===== config.mk =====
export PLATFORM = sky130hd
export DESIGN_NAME = ds3p_mapper_preproc_flat
export DESIGN_NICKNAME = d
export VERILOG_FILES = /design/src/pkg/ds3p_pkg.sv /design/src/pkg/ds3p_link_if.sv /design/src/hdl/ds3p_mapper_preproc.sv /design/src/flat_wrapper.sv
export SDC_FILE = /design/constraint.sdc
export NUM_CORES = 1
export LEC_CHECK = 0
export ABC_CLOCK_PERIOD_IN_PS = 10900
export BUFFER_PORTS_ARGS = -buffer_cell sky130_fd_sc_hd__buf_2
export CAP_MARGIN = 20
export CELL_PAD_IN_SITES_DETAIL_PLACEMENT = 0
export CELL_PAD_IN_SITES_GLOBAL_PLACEMENT = 1
export CORE_MARGIN = 2
export CORE_UTILIZATION = 35
export CTS_CLUSTER_DIAMETER = 200
export DETAILED_ROUTE_END_ITERATION = 8
export HOLD_SLACK_MARGIN = 0.08
export PLACE_DENSITY_LB_ADDON = 0.3
export SLEW_MARGIN = 25
export SYNTH_ARGS = -nofsm -noshare
export SYNTH_HDL_FRONTEND = slang
export SYNTH_SLANG_ARGS = --single-unit

===== constraint.sdc =====
create_clock -name ref_clk -period 10.9 [get_ports ref_clk]
set_clock_uncertainty 0.15 [all_clocks]
set_input_delay 0.545 -clock ref_clk [delete_from_list [all_inputs] [get_ports ref_clk]]
set_output_delay 0.545 -clock ref_clk [all_outputs]
set_load 0.01 [all_outputs]

===== src/pkg/ds3p_pkg.sv =====
// Shared constants for the gapped-clock pre-processor and the line channel.
package ds3p_pkg;
   // Attenuator control register addresses, one per channel.
   localparam logic [7:0] ATTEN_CTRL_ADDR_CH0 = 8'h07;
   localparam logic [7:0] ATTEN_CTRL_ADDR_CH1 = 8'h0f;
   localparam logic [7:0] ATTEN_CTRL_ADDR_CH2 = 8'h17;
   localparam int BIT_BW_SEL_LO = 0;
   localparam int BIT_IN_TX_PATH = 1;
   localparam int BIT_BW_SEL_HI = 2;
   localparam int BIT_ATTEN_RESET = 3;
   localparam int BIT_RECOVERY_DISABLE = 4;
   localparam int CTRL_BITS = 5;
   localparam logic [2:0] CTRL_UNUSED_READ = 3'h0;
   localparam logic [CTRL_BITS-1:0] CTRL_RESET = 5'h01;
   localparam logic [7:0] READ_UNMAPPED = 8'h00;
   // Burst shapes: pulses and slots of each burst kind.
   localparam int P1_PULSES = 7;
   localparam int P1_SLOTS = 8;
   localparam int P2_PULSES = 5;
   localparam int P2_SLOTS = 6;
   localparam int P3_PULSES = 6;
   localparam int P3_SLOTS = 6;
   localparam int P1_BURSTS = 63;
   localparam int P2_BURSTS_A = 36;
   localparam int P2_BURSTS_B = 35;
   localparam int MAJOR_A_REPEATS = 2;
   localparam int PULSES_PER_SUPER = 1864;
   // Nominal pulse period and the local clock period.
   localparam real STS1_PERIOD_NS = 19.3;
   localparam real REF_PERIOD_NS = 5.0;
   // Slot length in ref_clk cycles used on the link by default.
   localparam int LINK_SLOT_CYCLES = 8;
   localparam int MAX_MISSING_PULSES = 59;
   typedef enum logic [1:0] {DS3P_P1, DS3P_P2, DS3P_P3} ds3p_burst_t;
endpackage


===== src/pkg/ds3p_link_if.sv =====
// Gapped DS3 clock and data link between mapper and line channel.
`timescale 1ns/1ps
interface ds3p_link_if;
   logic lclk;
   logic ldata;
   modport mapper (output lclk, output ldata);
   modport liu (input lclk, input ldata);
endinterface // ds3p_link_if


===== src/hdl/ds3p_mapper_preproc.sv =====
// Mapper end: elastic store and super-pattern gapped clock generator.
`timescale 1ns/1ps
module ds3p_mapper_preproc #(
   parameter int DEPTH = 16,
   parameter int PREFILL = 8,
   parameter int SLOT = ds3p_pkg::LINK_SLOT_CYCLES
) (
   input wire logic ref_clk,
   input wire logic rst_n,
   ds3p_link_if.mapper link,
   input wire logic in_valid,
   input wire logic in_bit,
   output logic in_ready,
   output logic running,
   output logic underflow,
   output logic super_done,
   output logic [10:0] super_pulses
);
   localparam int PW = $clog2(DEPTH);
   localparam int CW = $clog2(DEPTH + 1);
   localparam int SW = $clog2(SLOT);
   localparam int LAST_BURST = ds3p_pkg::P1_BURSTS + ds3p_pkg::P2_BURSTS_A - 1;
   localparam int LAST_MAJOR = ds3p_pkg::MAJOR_A_REPEATS;
   typedef enum logic {DS3P_FILL, DS3P_RUN} ds3p_phase_t;
   typedef struct packed {
      logic [DEPTH-1:0] store;
      logic [PW-1:0] wr_ptr;
      logic [PW-1:0] rd_ptr;
      logic [CW-1:0] count;
      ds3p_phase_t phase;
      logic [SW-1:0] div;
      logic [1:0] major;
      logic [6:0] burst;
      logic [2:0] pos;
      logic pulse_slot;
      logic lclk;
      logic ldata;
      logic under;
      logic done;
      logic [10:0] pcount;
      logic [10:0] plast;
   } ds3p_gen_state_t;
   ds3p_gen_state_t s;
   ds3p_gen_state_t next_s;
   logic push;
   logic pop;
   logic tick;
   logic half;
   ds3p_pkg::ds3p_burst_t kind;
   logic [2:0] slot_last;
   logic [2:0] pulse_cnt;
   logic is_pulse;
   logic burst_end;
   logic seq_end;
   logic super_end;
   logic [10:0] pc;
   ////////////////////////////////////////////////////////////////////////
   // Elastic store handshake.
   // The store is a power-of-two ring, so the pointers wrap by overflow.
   assign in_ready = s.count != CW'(DEPTH);
   assign push = in_valid && in_ready;
   assign pop = tick && (s.phase == DS3P_RUN) && is_pulse && (s.count != '0);
   ////////////////////////////////////////////////////////////////////////
   // Slot divider: one slot of SLOT cycles stands for one line period.
   assign tick = s.div == SW'(SLOT - 1);
   assign half = s.div == SW'(SLOT / 2 - 1);
   ////////////////////////////////////////////////////////////////////////
   // Burst kind of the slot about to start.
   // Both long sequences hold the same number of bursts, so one end index serves both.
   always_comb
   begin
      if (s.burst < 7'(ds3p_pkg::P1_BURSTS))
      begin
         kind = ds3p_pkg::DS3P_P1;
      end
      else if (s.major == 2'(LAST_MAJOR) && s.burst == 7'(LAST_BURST))
      begin
         kind = ds3p_pkg::DS3P_P3;
      end
      else
      begin
         kind = ds3p_pkg::DS3P_P2;
      end
   end
   always_comb
   begin
      unique case (kind)
         ds3p_pkg::DS3P_P1:
         begin
            slot_last = 3'(ds3p_pkg::P1_SLOTS - 1);
            pulse_cnt = 3'(ds3p_pkg::P1_PULSES);
         end
         ds3p_pkg::DS3P_P2:
         begin
            slot_last = 3'(ds3p_pkg::P2_SLOTS - 1);
            pulse_cnt = 3'(ds3p_pkg::P2_PULSES);
         end
         ds3p_pkg::DS3P_P3:
         begin
            slot_last = 3'(ds3p_pkg::P3_SLOTS - 1);
            pulse_cnt = 3'(ds3p_pkg::P3_PULSES);
         end
         default:
         begin
            slot_last = '0;
            pulse_cnt = '0;
         end
      endcase
   end
   // A burst holds its pulses first and its gap slot, if any, last.
   assign is_pulse = s.pos < pulse_cnt;
   assign burst_end = s.pos == slot_last;
   assign seq_end = burst_end && (s.burst == 7'(LAST_BURST));
   assign super_end = seq_end && (s.major == 2'(LAST_MAJOR));
   assign pc = s.pcount + 11'(is_pulse);
   ////////////////////////////////////////////////////////////////////////
   // Next-state logic.
   always_comb
   begin
      next_s = s;
      next_s.done = 1'b0;
      if (push)
      begin
         next_s.store[s.wr_ptr] = in_bit;
         next_s.wr_ptr = s.wr_ptr + PW'(1);
      end
      if (pop)
      begin
         next_s.ldata = s.store[s.rd_ptr];
         next_s.rd_ptr = s.rd_ptr + PW'(1);
      end
      next_s.count = s.count + CW'(push) - CW'(pop);
      if (tick)
      begin
         next_s.div = '0;
      end
      else
      begin
         next_s.div = s.div + SW'(1);
      end
      // Clock and data leave one flop bank together, so the far end sees them aligned.
      if (half)
      begin
         next_s.lclk = 1'b0;
      end
      unique case (s.phase)
         DS3P_FILL:
         begin
            // The prefill absorbs input jitter against the steady output pattern.
            if (tick && s.count >= CW'(PREFILL))
            begin
               next_s.phase = DS3P_RUN;
            end
         end
         DS3P_RUN:
         begin
            if (tick)
            begin
               // The pattern never stalls; an empty store is flagged instead.
               next_s.lclk = is_pulse;
               next_s.pulse_slot = is_pulse;
               next_s.pcount = pc;
               if (is_pulse && s.count == '0)
               begin
                  next_s.under = 1'b1;
               end
               if (!burst_end)
               begin
                  next_s.pos = s.pos + 3'(1);
               end
               else
               begin
                  next_s.pos = '0;
                  if (!seq_end)
                  begin
                     next_s.burst = s.burst + 7'(1);
                  end
                  else
                  begin
                     next_s.burst = '0;
                     if (super_end)
                     begin
                        next_s.major = '0;
                        next_s.pcount = '0;
                        next_s.plast = pc;
                        next_s.done = 1'b1;
                     end
                     else
                     begin
                        next_s.major = s.major + 2'(1);
                     end
                  end
               end
            end
         end
      endcase
   end
   always_ff @(posedge ref_clk)
   begin
      if (!rst_n)
      begin
         s <= '0;
      end
      else
      begin
         s <= next_s;
      end
   end
   ////////////////////////////////////////////////////////////////////////
   // Outputs.
   assign link.lclk = s.lclk;
   assign link.ldata = s.ldata;
   assign running = s.phase == DS3P_RUN;
   assign underflow = s.under;
   assign super_done = s.done;
   assign super_pulses = s.plast;
endmodule // ds3p_mapper_preproc


===== src/flat_wrapper.sv =====
// flat-port wrapper written by rule: the top's interface ports become plain ports
module ds3p_mapper_preproc_flat 
#(
   parameter int DEPTH = 16,
   parameter int PREFILL = 8,
   parameter int SLOT = ds3p_pkg::LINK_SLOT_CYCLES
)
  (ref_clk, rst_n, in_valid, in_bit, in_ready, running, underflow, super_done, super_pulses, link_lclk, link_ldata);
  ds3p_link_if link_i ();
  input wire logic ref_clk;
  input wire logic rst_n;
  input wire logic in_valid;
  input wire logic in_bit;
  output logic in_ready;
  output logic running;
  output logic underflow;
  output logic super_done;
  output logic [10:0] super_pulses;
  output wire logic [$bits(link_i.lclk)-1:0] link_lclk;
  output wire logic [$bits(link_i.ldata)-1:0] link_ldata;
  assign link_lclk = link_i.lclk;
  assign link_ldata = link_i.ldata;
  ds3p_mapper_preproc #(.DEPTH(DEPTH), .PREFILL(PREFILL), .SLOT(SLOT)) u_core (.ref_clk(ref_clk), .rst_n(rst_n), .link(link_i), .in_valid(in_valid), .in_bit(in_bit), .in_ready(in_ready), .running(running), .underflow(underflow), .super_done(super_done), .super_pulses(super_pulses));
endmodule

==> results.txt <==
- Peak supply drop: 0.0000969 V
- Number of port buffers: 20
- The number of antenna violations at the first check in global routing was 0.
- In the final design database the tool counted 455 nets.
- Clock tree synthesis found a total of 71 sinks.
- The critical path is of the flip-flop to flip-flop type.
- Synthesis produced 427 cells.
- Hold path depth: 1
* Final critical-path share of the clock period: 35.2%
- In the routed design, unresolved DRC markers number 0.
* Placeable core region: 10,200 um^2
* Maximum root-to-sink buffer count: 2
- Initial core utilization: 35.6%
- Row generation in the floorplan step produced 37 rows.
- Number of antenna repair diodes: 0
- Worst r2r dst: u_core.s[47]$_SDFF_PN0_
* Maximum number of pins on one net before global-route repair: 47
- Yosys printed 0 warnings.
- Core occupancy in the finished layout: 38.8%
* Global-route wire length before repair: 12,400 um
- Measured against its own limit, the worst slew margin works out to 36.6%.
- Area grow syn2layout: 8.75%
- Netlist Area Pre-Place: 3650 um^2
* CTS tree: built
- The slowest stage of the critical path belongs to the cell sky130_fd_sc_hd__or4b_4.
* Detail Route Antenna Nets: 0
* Worst-path clk slew: 0.08 ns
- Setup Viol. Count Final: 0
- Grouping stages by cell kind, the critical path spends the most delay in simple AND/OR/NAND/NOR gates.
- Cell-by-cell trace of the critical path: or4b_4 > nor3_1 > nor2_1 > ha_1 > nor4_1 > a22oi_2 > nor2_1 > ha_1 > inv_1 > ha_1 > inv_1 > fa_1 > inv_1 > a21oi_1 > nor2_1 > or3_1 > a21oi_1
- The setup check on the worst reg-to-reg path leaves a slack of 7.07 ns.
* Hold Vio Cnt, Final: 0
- Achievable clock frequency: 261 MHz
- The startpoint identified for the worst hold timing path is u_core.s[39]$_SDFF_PP0_.
- Transition time at the pin with the least slew margin: 0.925 ns
* Number of nets produced by synthesis: 455
- Sort of element at the start of the critical path: flip-flop
* Type of the tightest min-delay check: flip-flop to flip-flop
- Horiz. Die Dim: 106 um
- Buffer cell driving the clock tree root: sky130_fd_sc_hd__clkbuf_8
- Using the TritonRoute via totals, the vias-per-cell ratio works out to 4.91.
* Total Routing Usage GR: 13.6%
* Result of the run: completed
* Post-CTS Setup Repair Bufs: 0
- In the synthesized netlist the dominant register cell turns out to be sky130_fd_sc_hd__dfxtp_1.
* Number of global-route vias before repair: 2,624
- Via count: 2,788
* Max Transition Viols Final: 0
- For this run, the register share of the synthesized area comes to 39.0%.
- In this run, distinct cell masters in the synthesized netlist total 44.
- A synthesized cell averages 8.54 um^2.
- For the finished layout, the period the worst path requires is 3.83 ns.
* Number of max-cap violations: 0
* Largest fanout on the critical path: 8
* Ratio of cells with drive above 1 in the final layout: 10.9%
- The largest single stage delay on the critical path is 0.56 ns.
- The analysis attributes to cell leakage a power of 1.57 nW.
- The synthesized design contains 71 register bits.
- Summed over all layers, the routed wires come to 7200 um.
- Routability-driven placement finished with a final weighted congestion of 0.788.
- The floorplan step defined a die boundary enclosing 11,200 um^2.
* Required arrival time at the worst endpoint: 10.95 ns
* Proportion of register bits with asynchronous set or reset after synthesis: 0%
- Chip height: 106 um
* Number of enable-type register cells in the synthesized netlist: 0
- Worst skew pair latency: 0.34 ns
- The H-tree generated during clock tree synthesis spans 3 levels.
- The startpoint identified for the worst register-to-register timing path is u_core.s[32]$_SDFFE_PN0P_.
- End point of the most critical hold path: u_core.s[39]$_SDFF_PP0_
- Adding up every negative setup slack in the final design gives 0 ns.
- 21 I/O pins were placed.
- Power Density: 149 nW/um^2
- Once the clock tree was built, the resizer swapped 0 gates to a different size.
* Average wire per cell in the routed design: 12.7 um
- Violation count after the first detailed-routing iteration: 145
- The first detailed-routing pass ran for 4 iterations.
- Path depth of the worst reg2reg path: 17
* Kind of end point of the critical path: flip-flop
- Summed over all layers, the global routing overflow is 0.
* Final setup margin: 7.07 ns
- CTS hold repair buffers: 0
- Worst Setup Slack post-DPL: 7.10 ns
- Data on the critical path arrives at its endpoint at 3.88 ns.
- Final HPWL DP: 4860 um
- Buffer and inverter count on the worst path: 3
* Number of buffers created by CTS: 9
- Setup repair after global routing left no endpoint under its margin.
## layout make-up
class | count | area (um^2)
Fill cell | 1044 | 6270
Inverter | 16 | 60.1
Tap cell | 136 | 170
Timing Repair Buffer | 21 | 108
Clock buffer | 12 | 165
Sequential cell | 71 | 1420
Clock inverter | 4 | 52.6
Multi-Input combinational cell | 308 | 1990
## metal layers
layer  vias to the layer above  part of all wire [%]  global-route usage (%)
met4                         0                  0.79                    4.61
met1                      1291                    52                    18.6
met5                         -                     0                       0
met2                        38                    44                    20.9
li1                       1453                     -                       -
met3                         6                   3.0                    3.25
## worst register-to-register path: cells and delay by family, from the launching register on
family                   cells  cell delay, ns
flip-flops                   1            0.36
AO/OA/AOI/OAI                3            0.35
buffers and inverters        3            0.18
AND/OR/NAND/NOR              7            1.67
adder cells (fa/ha/maj)      4            0.99
## stage by stage
stage / power [mW] / hold WS, ns / area, um^2 / instances
finish: 0.590 / 0.269 / 3970 / 568
global route: 0.624 / 0.292 / 3970 / 568
CTS: 0.596 / 0.274 / 3970 / 568
detailed placement: 0.369 / 0.263 / 3750 / 552
global placement: 0.367 / 0.258 / 3750 / 552
floorplan: 0.350 / 0.249 / 3650 / 427
## power by group
group	switching (mW)	internal [mW]
logic	0.0523	0.0339
registers	0.00780	0.269
clock network	0.102	0.125
total	0.162	0.427
## cell usage after synthesis, types with 2 or more instances
master | number | area [um^2]
sky130_fd_sc_hd__mux4_2 | 4 | 90.1
sky130_fd_sc_hd__nor2_1 | 43 | 161
sky130_fd_sc_hd__xor2_1 | 7 | 61.3
sky130_fd_sc_hd__and3_1 | 4 | 25.0
sky130_fd_sc_hd__ha_1 | 23 | 288
sky130_fd_sc_hd__nand3_1 | 30 | 150
sky130_fd_sc_hd__inv_1 | 16 | 60.1
sky130_fd_sc_hd__buf_4 | 13 | 97.6
sky130_fd_sc_hd__xnor2_1 | 12 | 105
sky130_fd_sc_hd__or3_1 | 5 | 31.3
sky130_fd_sc_hd__or2_2 | 2 | 12.5
sky130_fd_sc_hd__buf_1 | 2 | 7.51
sky130_fd_sc_hd__o21ai_0 | 8 | 40.0
sky130_fd_sc_hd__nand4_1 | 8 | 50.1
sky130_fd_sc_hd__nand2_1 | 56 | 210
sky130_fd_sc_hd__nor2b_1 | 3 | 18.8
sky130_fd_sc_hd__nor4_1 | 3 | 18.8
sky130_fd_sc_hd__nand2b_1 | 7 | 43.8
sky130_fd_sc_hd__a21oi_1 | 35 | 175
sky130_fd_sc_hd__o211ai_1 | 3 | 22.5
sky130_fd_sc_hd__and2_1 | 3 | 18.8
sky130_fd_sc_hd__nor3_1 | 7 | 35.0
sky130_fd_sc_hd__dfxtp_1 | 71 | 1420
sky130_fd_sc_hd__o31ai_1 | 2 | 15.0
sky130_fd_sc_hd__clkbuf_1 | 16 | 60.1
sky130_fd_sc_hd__mux2i_1 | 23 | 230
sky130_fd_sc_hd__nand3b_1 | 4 | 30.0
## flip-flops by register name (all words and copies together) (netlist names)
signal,cells
u_core.link.ldata,1
u_core.s,55
u_core.running,1
u_core.super_pulses,11
u_core.link.lclk,1
u_core.underflow,1
u_core.super_done,1
## logic make-up (layout without fill, tap and decap cells)
kind of cell             after synthesis  after routing  share of synthesized area [%]
buffers and inverters                 48             53                           6.49
AND/OR/NAND/NOR                      181            181                           23.7
AO/OA/AOI/OAI                         56             56                           8.92
XOR/XNOR                              19             19                           4.56
flip-flops                            71             71                           39.0
multiplexers                          27             27                           8.79
adder cells (fa/ha/maj)               24             24                           8.44
other                                  1              1                          0.103
## placed cells by master, fill, tap and decap left out, types with 5 or more instances in the layout
cell type and n:
sky130_fd_sc_hd__o21ai_0 8, sky130_fd_sc_hd__inv_1 15, sky130_fd_sc_hd__nor2_1 43, sky130_fd_sc_hd__nand2_1 56, sky130_fd_sc_hd__or3_1 5, sky130_fd_sc_hd__xor2_1 7
sky130_fd_sc_hd__a21oi_1 35, sky130_fd_sc_hd__nor3_1 7, sky130_fd_sc_hd__mux2i_1 23, sky130_fd_sc_hd__nand2b_1 7, sky130_fd_sc_hd__dfxtp_1 71, sky130_fd_sc_hd__clkbuf_8 12
sky130_fd_sc_hd__xnor2_1 12, sky130_fd_sc_hd__nand3_1 30, sky130_fd_sc_hd__buf_2 20, sky130_fd_sc_hd__nand4_1 8, sky130_fd_sc_hd__ha_1 23
## how the worst max path moves through the flow
| stage | cells past startpoint | end | slack, ns | from |
|---|---|---|---|---|
| after CTS | 17 | u_core.s[47]$_SDFF_PN0_ | 7.07 | u_core.s[32]$_SDFFE_PN0P_ |
| after detailed placement | 17 | u_core.s[47]$_SDFF_PN0_ | 7.10 | u_core.s[32]$_SDFFE_PN0P_ |
| after global routing | 17 | u_core.s[47]$_SDFF_PN0_ | 6.71 | u_core.s[32]$_SDFFE_PN0P_ |
| after global placement | 17 | u_core.s[47]$_SDFF_PN0_ | 7.19 | u_core.s[32]$_SDFFE_PN0P_ |
| after floorplan | 17 | u_core.s[47]$_SDFF_PN0_ | 7.39 | u_core.s[32]$_SDFFE_PN0P_ |
| final | 17 | u_core.s[47]$_SDFF_PN0_ | 7.07 | u_core.s[32]$_SDFFE_PN0P_ |
(Power assumes the default switching activity.)
